===== src/hw/fault_pkg.sv =====
package fault_pkg;
  // ----------------------------------------
  // Register map (byte addresses)
  // ----------------------------------------
  localparam logic [7:0] OFS_STATUS = 8'h00;
  localparam logic [7:0] OFS_MASK = 8'h04;
  localparam logic [7:0] OFS_CAUSE = 8'h08;
  localparam logic [7:0] OFS_REASON = 8'h0C;
  localparam logic [7:0] OFS_CTRL = 8'h10;
  localparam logic [7:0] OFS_LIM_USR = 8'h14;
  localparam logic [7:0] OFS_LIM_SYS = 8'h18;
  localparam logic [7:0] OFS_LIM_SSM = 8'h1C;
  localparam logic [7:0] OFS_HV = 8'h20;
  localparam logic [7:0] OFS_SENS = 8'h24;
  // ----------------------------------------
  // Field layouts
  // ----------------------------------------
  // Asynchronous alarm inputs, index into sync vector
  localparam int NA = 7;
  localparam int A_VOLT = 0;
  localparam int A_FREQ = 1;
  localparam int A_TEMP = 2;
  localparam int A_LIGHT = 3;
  localparam int A_EELA = 4;
  localparam int A_EELB = 5;
  localparam int A_HV = 6;
  // Exception reason / interrupt status bits
  localparam int NR = 4;
  localparam int R_EELT = 0;
  localparam int R_FAULT = 1;
  localparam int R_ECC = 2;
  localparam int R_STACK = 3;
  // Reset cause bits
  localparam int NC = 6;
  localparam int C_POR = 0;
  localparam int C_VOLT = 1;
  localparam int C_FREQ = 2;
  localparam int C_TEMP = 3;
  localparam int C_LIGHT = 4;
  localparam int C_ROM = 5;
  // Control register fields
  localparam int K_INVECC = 0;
  localparam int K_LSEL_LO = 1;
  localparam int K_LSEL_HI = 2;
  localparam logic [1:0] LSEL_A = 2'h1;
  localparam logic [1:0] LSEL_B = 2'h2;
  // High-voltage status fields
  localparam int H_OK = 0;
  localparam int H_DONE = 1;
  // Fault detector inputs
  localparam int NF = 6;
  // ----------------------------------------
  // Reset values and timing
  // ----------------------------------------
  localparam logic [NC-1:0] CAUSE_RST = 6'h01;
  localparam logic [15:0] LIM_RST = 16'hFFFF;
  localparam logic [2:0] CTRL_RST = 3'h0;
  localparam logic [3:0] RST_LEN = 4'hF;
  typedef enum logic {
    ST_RUN,
    ST_RST
  } mon_state_t;
endpackage


===== src/hw/fault_response_monitor.sv =====
`timescale 1ns/1ps
`default_nettype none
// Operation
// - voltage, frequency, temperature or light alarm forces a chip reset.
// - memory light detector or fault detector alarm raises an exception.
// - fault detectors: PC, SP, status word high, 3DES, AES, modular unit.
// - with inverse ECC enabled, any memory ECC error raises an exception.
// - power-on reset returns every register to its reset value; a forced chip reset keeps all but the reset cause.
// - cause of the latest reset is kept and software-readable.
// - each exception leaves a readable reason indication.
// - outside test mode all sensors are enabled automatically.
// - software writes can never turn sensors off.
// - reset or exception response per sensor is fixed in hardware.
// - three stack limit checkers: user, system, super system mode.
// - active stack pointer reaching its limit raises an exception.
// - each memory write samples high-voltage sensor into a register, no event.
// - software selects one of two memory light detectors or neither.
// - memory read path corrects single-bit errors per byte by itself.
// - ROM parity error forces a chip reset.
// - super system mode flag selects the super system stack checker.
module fault_response_monitor (
  input wire logic pclk, // System clock
  input wire logic presetn, // Power-on reset, active low
  input wire logic psel, // APB select
  input wire logic penable, // APB enable
  input wire logic pwrite, // APB direction
  input wire logic [7:0] paddr, // APB address
  input wire logic [31:0] pwdata, // APB write data
  output logic [31:0] prdata, // APB read data
  output logic pready, // APB ready
  output logic pslverr, // APB error
  input wire logic [fault_pkg::NA-1:0] alarm_async, // Sensor pins
  input wire logic rom_par_err, // ROM parity error
  input wire logic [fault_pkg::NF-1:0] fault_det, // Fault detectors
  input wire logic test_mode, // CPU in test mode
  input wire logic user_mode, // CPU in user mode
  input wire logic super_system_mode_flag, // Status word high flag
  input wire logic [15:0] sp_usr, // User stack pointer
  input wire logic [15:0] sp_sys, // System stack pointer
  input wire logic [15:0] sp_ssm, // Super system stack pointer
  input wire logic ee_rd_vld, // Memory read word valid
  input wire logic [11:0] ee_rd_code, // Memory read codeword
  input wire logic ee_wr_act, // Memory write sequence active
  output logic [7:0] ee_data, // Corrected read byte
  output logic ee_data_vld, // Corrected byte valid
  output logic chip_rst, // Forced chip reset
  output logic exc, // Exception pulse to CPU
  output logic irq, // Interrupt level
  output logic sens_en // Sensor enable
);
  import fault_pkg::*;

  typedef struct packed {
    logic [NA-1:0] sy1;
    logic [NA-1:0] sy2;
    logic [NR-1:0] status;
    logic [NR-1:0] mask;
    logic [NC-1:0] cause;
    logic [NR-1:0] reason;
    logic [2:0] ctrl;
    logic [15:0] lim_usr;
    logic [15:0] lim_sys;
    logic [15:0] lim_ssm;
    logic sp_hit;
    logic [1:0] hv;
    mon_state_t st;
    logic [3:0] rcnt;
    logic chip_rst;
    logic exc;
    logic irq;
    logic sens_en;
    logic [7:0] ee_data;
    logic ee_vld;
    logic [31:0] prdata;
    logic pready;
    logic pslverr;
  } mon_t;

  mon_t q_r;
  mon_t q_nxt;

  // ----------------------------------------
  // Single-bit correction of one byte
  // ----------------------------------------
  function automatic logic [7:0] ecc_fix(input logic [11:0] cw, output logic err);
    logic [3:0] syn;
    logic [11:0] c;
    syn = 4'h0;
    for (int p = 1; p <= 12; p++) begin
      if (cw[p-1]) begin
        syn = syn ^ 4'(p);
      end
    end
    c = cw;
    for (int p = 1; p <= 12; p++) begin
      if (syn == 4'(p)) begin
        c[p-1] = ~c[p-1];
      end
    end
    err = (syn != 4'h0);
    return {c[11:8], c[6:4], c[2]};
  endfunction

  // ----------------------------------------
  // Combinational decode
  // ----------------------------------------
  logic [NC-1:0] rst_src;
  logic rst_al;
  logic [NR-1:0] exc_src;
  logic ecc_err;
  logic [7:0] fixed;
  logic [15:0] sp_act;
  logic [15:0] lim_act;
  logic sp_at;
  logic wr_acc;
  logic rd_acc;
  logic setup;
  logic [31:0] rdata;
  logic hit;

  // Alarm classification, hard-wired
  always_comb begin
    rst_src = '0;
    rst_src[C_VOLT] = q_r.sy2[A_VOLT] & q_r.sens_en;
    rst_src[C_FREQ] = q_r.sy2[A_FREQ] & q_r.sens_en;
    rst_src[C_TEMP] = q_r.sy2[A_TEMP] & q_r.sens_en;
    rst_src[C_LIGHT] = q_r.sy2[A_LIGHT] & q_r.sens_en;
    rst_src[C_ROM] = rom_par_err;
    rst_al = |rst_src;
    fixed = ecc_fix(ee_rd_code, ecc_err);
    // Stack checker select
    if (super_system_mode_flag) begin
      sp_act = sp_ssm;
      lim_act = q_r.lim_ssm;
    end else if (user_mode) begin
      sp_act = sp_usr;
      lim_act = q_r.lim_usr;
    end else begin
      sp_act = sp_sys;
      lim_act = q_r.lim_sys;
    end
    sp_at = (sp_act == lim_act);
    exc_src = '0;
    unique case (q_r.ctrl[K_LSEL_HI:K_LSEL_LO])
      LSEL_A: exc_src[R_EELT] = q_r.sy2[A_EELA];
      LSEL_B: exc_src[R_EELT] = q_r.sy2[A_EELB];
      default: exc_src[R_EELT] = 1'b0;
    endcase
    exc_src[R_FAULT] = |fault_det;
    exc_src[R_ECC] = ee_rd_vld & ecc_err & q_r.ctrl[K_INVECC];
    exc_src[R_STACK] = sp_at & ~q_r.sp_hit;
  end

  // APB decode and read mux
  always_comb begin
    setup = psel & ~penable & ~q_r.pready;
    wr_acc = psel & penable & q_r.pready & pwrite & ~q_r.pslverr;
    rd_acc = psel & penable & q_r.pready & ~pwrite & ~q_r.pslverr;
    rdata = '0;
    hit = 1'b1;
    unique case (paddr)
      OFS_STATUS: rdata[NR-1:0] = q_r.status;
      OFS_MASK: rdata[NR-1:0] = q_r.mask;
      OFS_CAUSE: rdata[NC-1:0] = q_r.cause;
      OFS_REASON: rdata[NR-1:0] = q_r.reason;
      OFS_CTRL: rdata[2:0] = q_r.ctrl;
      OFS_LIM_USR: rdata[15:0] = q_r.lim_usr;
      OFS_LIM_SYS: rdata[15:0] = q_r.lim_sys;
      OFS_LIM_SSM: rdata[15:0] = q_r.lim_ssm;
      OFS_HV: rdata[1:0] = q_r.hv;
      OFS_SENS: rdata[0] = q_r.sens_en;
      default: hit = 1'b0;
    endcase
  end

  // ----------------------------------------
  // Next state
  // ----------------------------------------
  always_comb begin
    q_nxt = q_r;
    q_nxt.sy1 = alarm_async;
    q_nxt.sy2 = q_r.sy1;
    q_nxt.sens_en = ~test_mode;
    q_nxt.sp_hit = sp_at;
    q_nxt.exc = 1'b0;
    q_nxt.ee_vld = ee_rd_vld;
    if (ee_rd_vld) begin
      q_nxt.ee_data = fixed;
    end
    // High-voltage sample, no event raised
    if (ee_wr_act) begin
      q_nxt.hv[H_OK] = q_r.sy2[A_HV];
      q_nxt.hv[H_DONE] = 1'b1;
    end
    // Register writes
    if (wr_acc) begin
      unique case (paddr)
        OFS_MASK: q_nxt.mask = pwdata[NR-1:0];
        OFS_CTRL: q_nxt.ctrl = pwdata[2:0];
        OFS_LIM_USR: q_nxt.lim_usr = pwdata[15:0];
        OFS_LIM_SYS: q_nxt.lim_sys = pwdata[15:0];
        OFS_LIM_SSM: q_nxt.lim_ssm = pwdata[15:0];
        default: q_nxt.mask = q_r.mask;
      endcase
    end
    // Read clears interrupt status
    if (rd_acc && paddr == OFS_STATUS) begin
      q_nxt.status = '0;
    end
    // Forced reset sequencer
    unique case (q_r.st)
      ST_RUN: begin
        if (rst_al) begin
          q_nxt.st = ST_RST;
          q_nxt.chip_rst = 1'b1;
          q_nxt.rcnt = RST_LEN;
          q_nxt.cause = rst_src;
        end else if (|exc_src) begin
          q_nxt.exc = 1'b1;
          q_nxt.reason = exc_src;
          q_nxt.status = q_nxt.status | exc_src;
        end
      end
      ST_RST: begin
        if (q_r.rcnt == '0) begin
          q_nxt.st = ST_RUN;
          q_nxt.chip_rst = 1'b0;
        end else begin
          q_nxt.rcnt = q_r.rcnt - 4'h1;
        end
        if (rst_al) begin
          q_nxt.cause = rst_src;
        end
      end
    endcase
    q_nxt.irq = |(q_nxt.status & q_nxt.mask);
    // APB answer one cycle after setup
    q_nxt.pready = setup;
    q_nxt.pslverr = setup & ~hit;
    if (setup) begin
      q_nxt.prdata = hit ? rdata : '0;
    end
  end

  // ----------------------------------------
  // State register
  // ----------------------------------------
  always_ff @(posedge pclk or negedge presetn) begin
    if (!presetn) begin
      q_r <= '0;
      q_r.cause <= CAUSE_RST;
      q_r.ctrl <= CTRL_RST;
      q_r.lim_usr <= LIM_RST;
      q_r.lim_sys <= LIM_RST;
      q_r.lim_ssm <= LIM_RST;
      q_r.sp_hit <= 1'b1;
      q_r.st <= ST_RUN;
    end else begin
      q_r <= q_nxt;
    end
  end

  assign prdata = q_r.prdata;
  assign pready = q_r.pready;
  assign pslverr = q_r.pslverr;
  assign ee_data = q_r.ee_data;
  assign ee_data_vld = q_r.ee_vld;
  assign chip_rst = q_r.chip_rst;
  assign exc = q_r.exc;
  assign irq = q_r.irq;
  assign sens_en = q_r.sens_en;
endmodule
`default_nettype wire


===== config.mk =====
export PLATFORM = sky130hd
export DESIGN_NAME = fault_response_monitor
export DESIGN_NICKNAME = d
export VERILOG_FILES = /design/src/hw/fault_pkg.sv /design/src/hw/fault_response_monitor.sv
export SDC_FILE = /design/constraint.sdc
export NUM_CORES = 1
export LEC_CHECK = 0
export BUFFER_PORTS_ARGS = -buffer_cell sky130_fd_sc_hd__clkbuf_2
export CORE_ASPECT_RATIO = 1.75
export CORE_MARGIN = 1.5
export CORE_UTILIZATION = 40
export DETAILED_ROUTE_END_ITERATION = 8
export PLACE_DENSITY_LB_ADDON = 0.1
export REMOVE_ABC_BUFFERS = 1
export SKIP_LAST_GASP = 1
export SLEW_MARGIN = 20
export SYNTH_ARGS = -nofsm -noshare
export SYNTH_HDL_FRONTEND = slang
export SYNTH_SLANG_ARGS = --single-unit

===== constraint.sdc =====
create_clock -name pclk -period 2.9 [get_ports pclk]
set_input_delay 0.87 -clock pclk [delete_from_list [all_inputs] [get_ports pclk]]
set_output_delay 0.87 -clock pclk [all_outputs]
set_load 0.01 [all_outputs]

# Word-level counts from Yosys, hierarchy flattened
# Cells that the tools add are included.
# totals
output_inout_bits	47
in_bits	124
elab_cells	157
reg_bits	138
# classes
n_eq_ne	23
mux	48
add_sub_neg	1
n_bitwise	46
n_reduce_logical	16
# op_table
op	count
16-bit 2-to-1 mux	5
4-bit 2-to-1 mux	12
8-bit by 5-bit equality test with 1-bit output, second input constant	4
10-bit case mux with 3 select lines	1
1-bit inverter	17
1-bit AND	16
16-bit equality test	1
4-bit equality test, second input constant	4
8-bit by 4-bit equality test with 1-bit output, second input constant	2
8-bit by 6-bit equality test with 1-bit output, second input constant	2
1-bit 2-to-1 mux	15
4-bit by 3-bit equality test with 1-bit output, second input constant	3
3-bit 2-to-1 mux	4
6-bit 2-to-1 mux	2
2-bit inverter	6
6-bit case mux with 2 select lines	1
2-bit AND reduction	6
1-bit case mux with 10 select lines	1
10-bit OR reduction	1
1-bit case mux with 9 select lines	1
9-bit OR reduction	1
8-bit by 3-bit equality test with 1-bit output, second input constant	1
8-bit zero test	1
1-bit case mux with 8 select lines	1
21 further kinds	26

# Logic depth before layout (Yosys ltp)
# depth
word_depth	29
mapped_depth	9
ltp_nobuf	8

# Worst setup path after synthesis
# Ideal clock, no wire load.
# synth_timing
path_type	input to register
from	input port user_mode
to	register q_r, in the netlist irq
setup_ns	0.096
slack_ns	0.336
required_time_ns	2.804
t_arrival_ns	2.468
n_path_buf	2
path_stages	8
path_cell_list	buf_2 -> buf_6 -> mux2i_1 -> o21ai_0 -> xnor2_1 -> nand4_1 -> or4_4 -> o31ai_1
# synth_lines
item	line	rtl
from (decl)	fault_response_monitor.sv:36	input wire logic user_mode,
to (signal assigned)	fault_response_monitor.sv:259	q_r <= q_nxt;
to (decl)	fault_response_monitor.sv:79	mon_t q_r;

==> metrics <==
Max-slew headroom=slightly above 60%; Max Cap Viol=0; ant diodes=0; Crit path max-delay family=simple AND/OR/NAND/NOR gates; Site Rows=just over 60; detailed placer's ending HPWL=roughly 12000 microns; # clock sinks=122; layout cell share with drive strength beyond 1=around 43%; Leak Pwr=~3.7 nW; post-cts resize count=0; Area Overhead vs Synth=22.4%; Initial Utilization=a little over 40%; Nets=about 860; antenna viol nets, final=0; worst-path fanout max=8; pwr/cell area=595 mW/mm^2; clock-pin slew on the worst setup and hold paths=approximately 0.050 ns; GRT Residual Overflow=0; worst skew pair latency=roughly 0.4 ns; CP peak stage delay=approximately 0.59 ns; commonest non-fill, non-tap cells in the layout=137 x clkbuf_2, 72 x dfrtp_1, 62 x nand2_1, 58 x mux2_2, 50 x dfstp_2; Reg area=about 0.0031 sq mm; Crit. End Element=flop; H-tree Lvls=4; period utilization=86.9%; first-pass GRT wire length=approximately 25000 microns; Final Max Tran Viols=0; Final min period=approximately 2.5 ns; CTS Hold Bufs=0; CP arrival=2.82 ns; initial antenna violation count=0; outcome=completed; DR pass1 iterations=4; DR iter-0 viols=between 150 and 200; FFs w/ async S/R, synth=100%; Worst setup SP type=input pin; clk_skew=roughly 0.007 ns; final WL=16300 microns; synthesized area=~0.0065 sq mm; number of synthesized register bits=between 100 and 150; vias in the first global route=5073; Layout fillers=between 1k and 1.5k; endpoints failing hold=0; sequential area share after synthesis=47.9%; most common cell after layout, fill and taps aside=clkbuf_2; slowest CP cell=or4_4; Max VDD drop=0.408 mV; Placement Cell Area=0.00738 sq mm; crit-path cells=clkbuf_2 -> buf_4 -> mux2i_1 -> o21ai_0 -> xnor2_1 -> nand4_1 -> or4_4 -> o31ai_1; routed vias=4836; Finished Cell Area=between 0.007 and 0.008 sq mm; GRT Total Usage=slightly below 20%; core area=~0.016 sq mm; total power draw=4.74 mW; RSZ-0062 raised after global routing=no; clk buf depth=2; vias per cell=between 5 and 6; Clk Tree Root Cell=clkbuf_16; CTS Buf Count=17; Synthesis Warnings=0; die width=between 90 and 100 microns; Routed WL per cell=17.4 microns; Post-synth EDFFs=0; DIE AREA=around 0.017 sq mm; gp weighted congestion=approximately 0.86; Buffers & Inverters on Critical Path=2; Hold Path Class=flop to flop; # IOs=between 150 and 200; worst setup path class=input pin to flop; Gate Count Post-Synth=596; Critical Path RT=between 3 and 4 ns; DRC violations left=0; post-synth cell types=60; final setup vio count=0; Worst-Margin Slew=approximately 0.56 ns; top_reg_cell synth=dfrtp_1; post-CTS setup buffer count=0; fmax=0.397 GHz; syn_area_per_cell=approximately 11 sq um; area of the multi-input gates=0.00297 sq mm; Die Ht=about 170 microns; largest net degree at the start of global routing=47; Port-buffer cells=roughly 140; CTS tree=built
==> worst reg2reg max path, cell delays in order (launching register included) <==
cell,delay (ns)
dfstp_2,0.55
mux2i_1,0.06
o21ai_0,0.31
xnor2_1,0.18
nand4_1,0.11
or4_4,0.60
o31ai_1,0.28
==> worst paths after layout <==
kind,from,cells after the start,slack [ns],endpoint
worst max-delay path,user_mode,8,0.38,irq
worst min-delay path,q_nxt[127],0,0.35,q_r[127]
worst max register to register,q_r[76],6,0.70,irq
worst min register to register,q_nxt[127],0,0.35,q_r[127]
max in group asynchronous,presetn,2,1.81,q_r[82]
min in group asynchronous,presetn,1,0.39,prdata[9]
==> sequential cells by signal, summed over array words and instances (netlist names) <==
register / cells
q_r: 84
ee_data: 8
prdata: 16
ee_data_vld: 1
sens_en: 1
pslverr: 1
irq: 1
pready: 1
q_nxt: 7
chip_rst: 1
exc: 1
==> power breakdown <==
part / total [mW] / switching [mW] / internal [mW]
Combinational: 0.728 / 0.397 / 0.331
Sequential: 1.94 / 0.109 / 1.84
Clock: 2.07 / 0.779 / 1.29
Total: 4.74 / 1.28 / 3.46
==> layer usage <==
layer / GRT usage, % / part of all wire, % / up-vias
li1: - / - / 2361
met1: 20.8 / 38 / 2329
met2: 37.2 / 55 / 115
met3: 3.13 / 3.4 / 31
met4: 9.49 / 3.2 / 0
met5: 0 / 0 / -
==> cell usage after synthesis (all sizes together) (3+ instances only) <==
cell	n	share of area [%]
dfrtp	72	28
a31oi	14	1.3
a221oi	5	0.67
and3	4	0.38
nand3	4	0.31
and2	8	0.77
xnor2	28	4.0
mux2i	33	5.1
nor3	6	0.46
nor2b	3	0.29
xor2	6	0.81
nand2	63	3.7
nor2	30	1.7
nor4	4	0.38
a22o	8	1.1
a21oi	12	0.92
a222oi	3	0.46
ha	3	0.58
a22oi	16	1.8
buf	52	5.8
inv	12	0.69
o21ai	41	3.2
clkbuf	15	0.86
dfstp	50	20
mux2	58	10
nand4	9	0.86
==> cell type report <==
type / count / share of cell area [%]
clock inverter: 14 / 1.87
sequential: 122 / 39.1
inverter: 12 / 0.566
timing repair buffer: 168 / 12.6
clock buffer: 18 / 5.51
tap: 189 / 2.97
multi-input combinational: 410 / 37.3
==> cell families (layout without fill, tap and decap cells) <==
kind of cell	after synthesis	in the layout	synth area share [%]
simple gates	147	147	10.8
mux	91	91	15.1
other cells	1	16	0.0576
compound gates	115	115	12.0
xor+xnor	38	38	6.27
buf+inv	79	212	7.32
flops	122	122	47.9
fa+ha+maj	3	3	0.577
==> through the flow <==
| stage | setup slack, ns | hold WS (ns) | instances | utilization [%] | TNS [ns] |
|---|---|---|---|---|---|
| 2_1_floorplan | 0.353 | 0.331 | 544 | - | 0 |
| 5_1_grt | 0.230 | 0.360 | 933 | 50.2 | 0 |
| 3_5_place_dp | -0.0720 | 0.335 | 901 | 46.5 | -0.292 |
| 4_1_cts | 0.340 | 0.348 | 933 | 50.2 | 0 |
| 6_report | 0.380 | 0.346 | 933 | 50.2 | 0 |
| 3_3_place_gp | -0.0846 | 0.334 | 901 | 46.5 | -0.158 |
(Power assumes the default switching activity.)
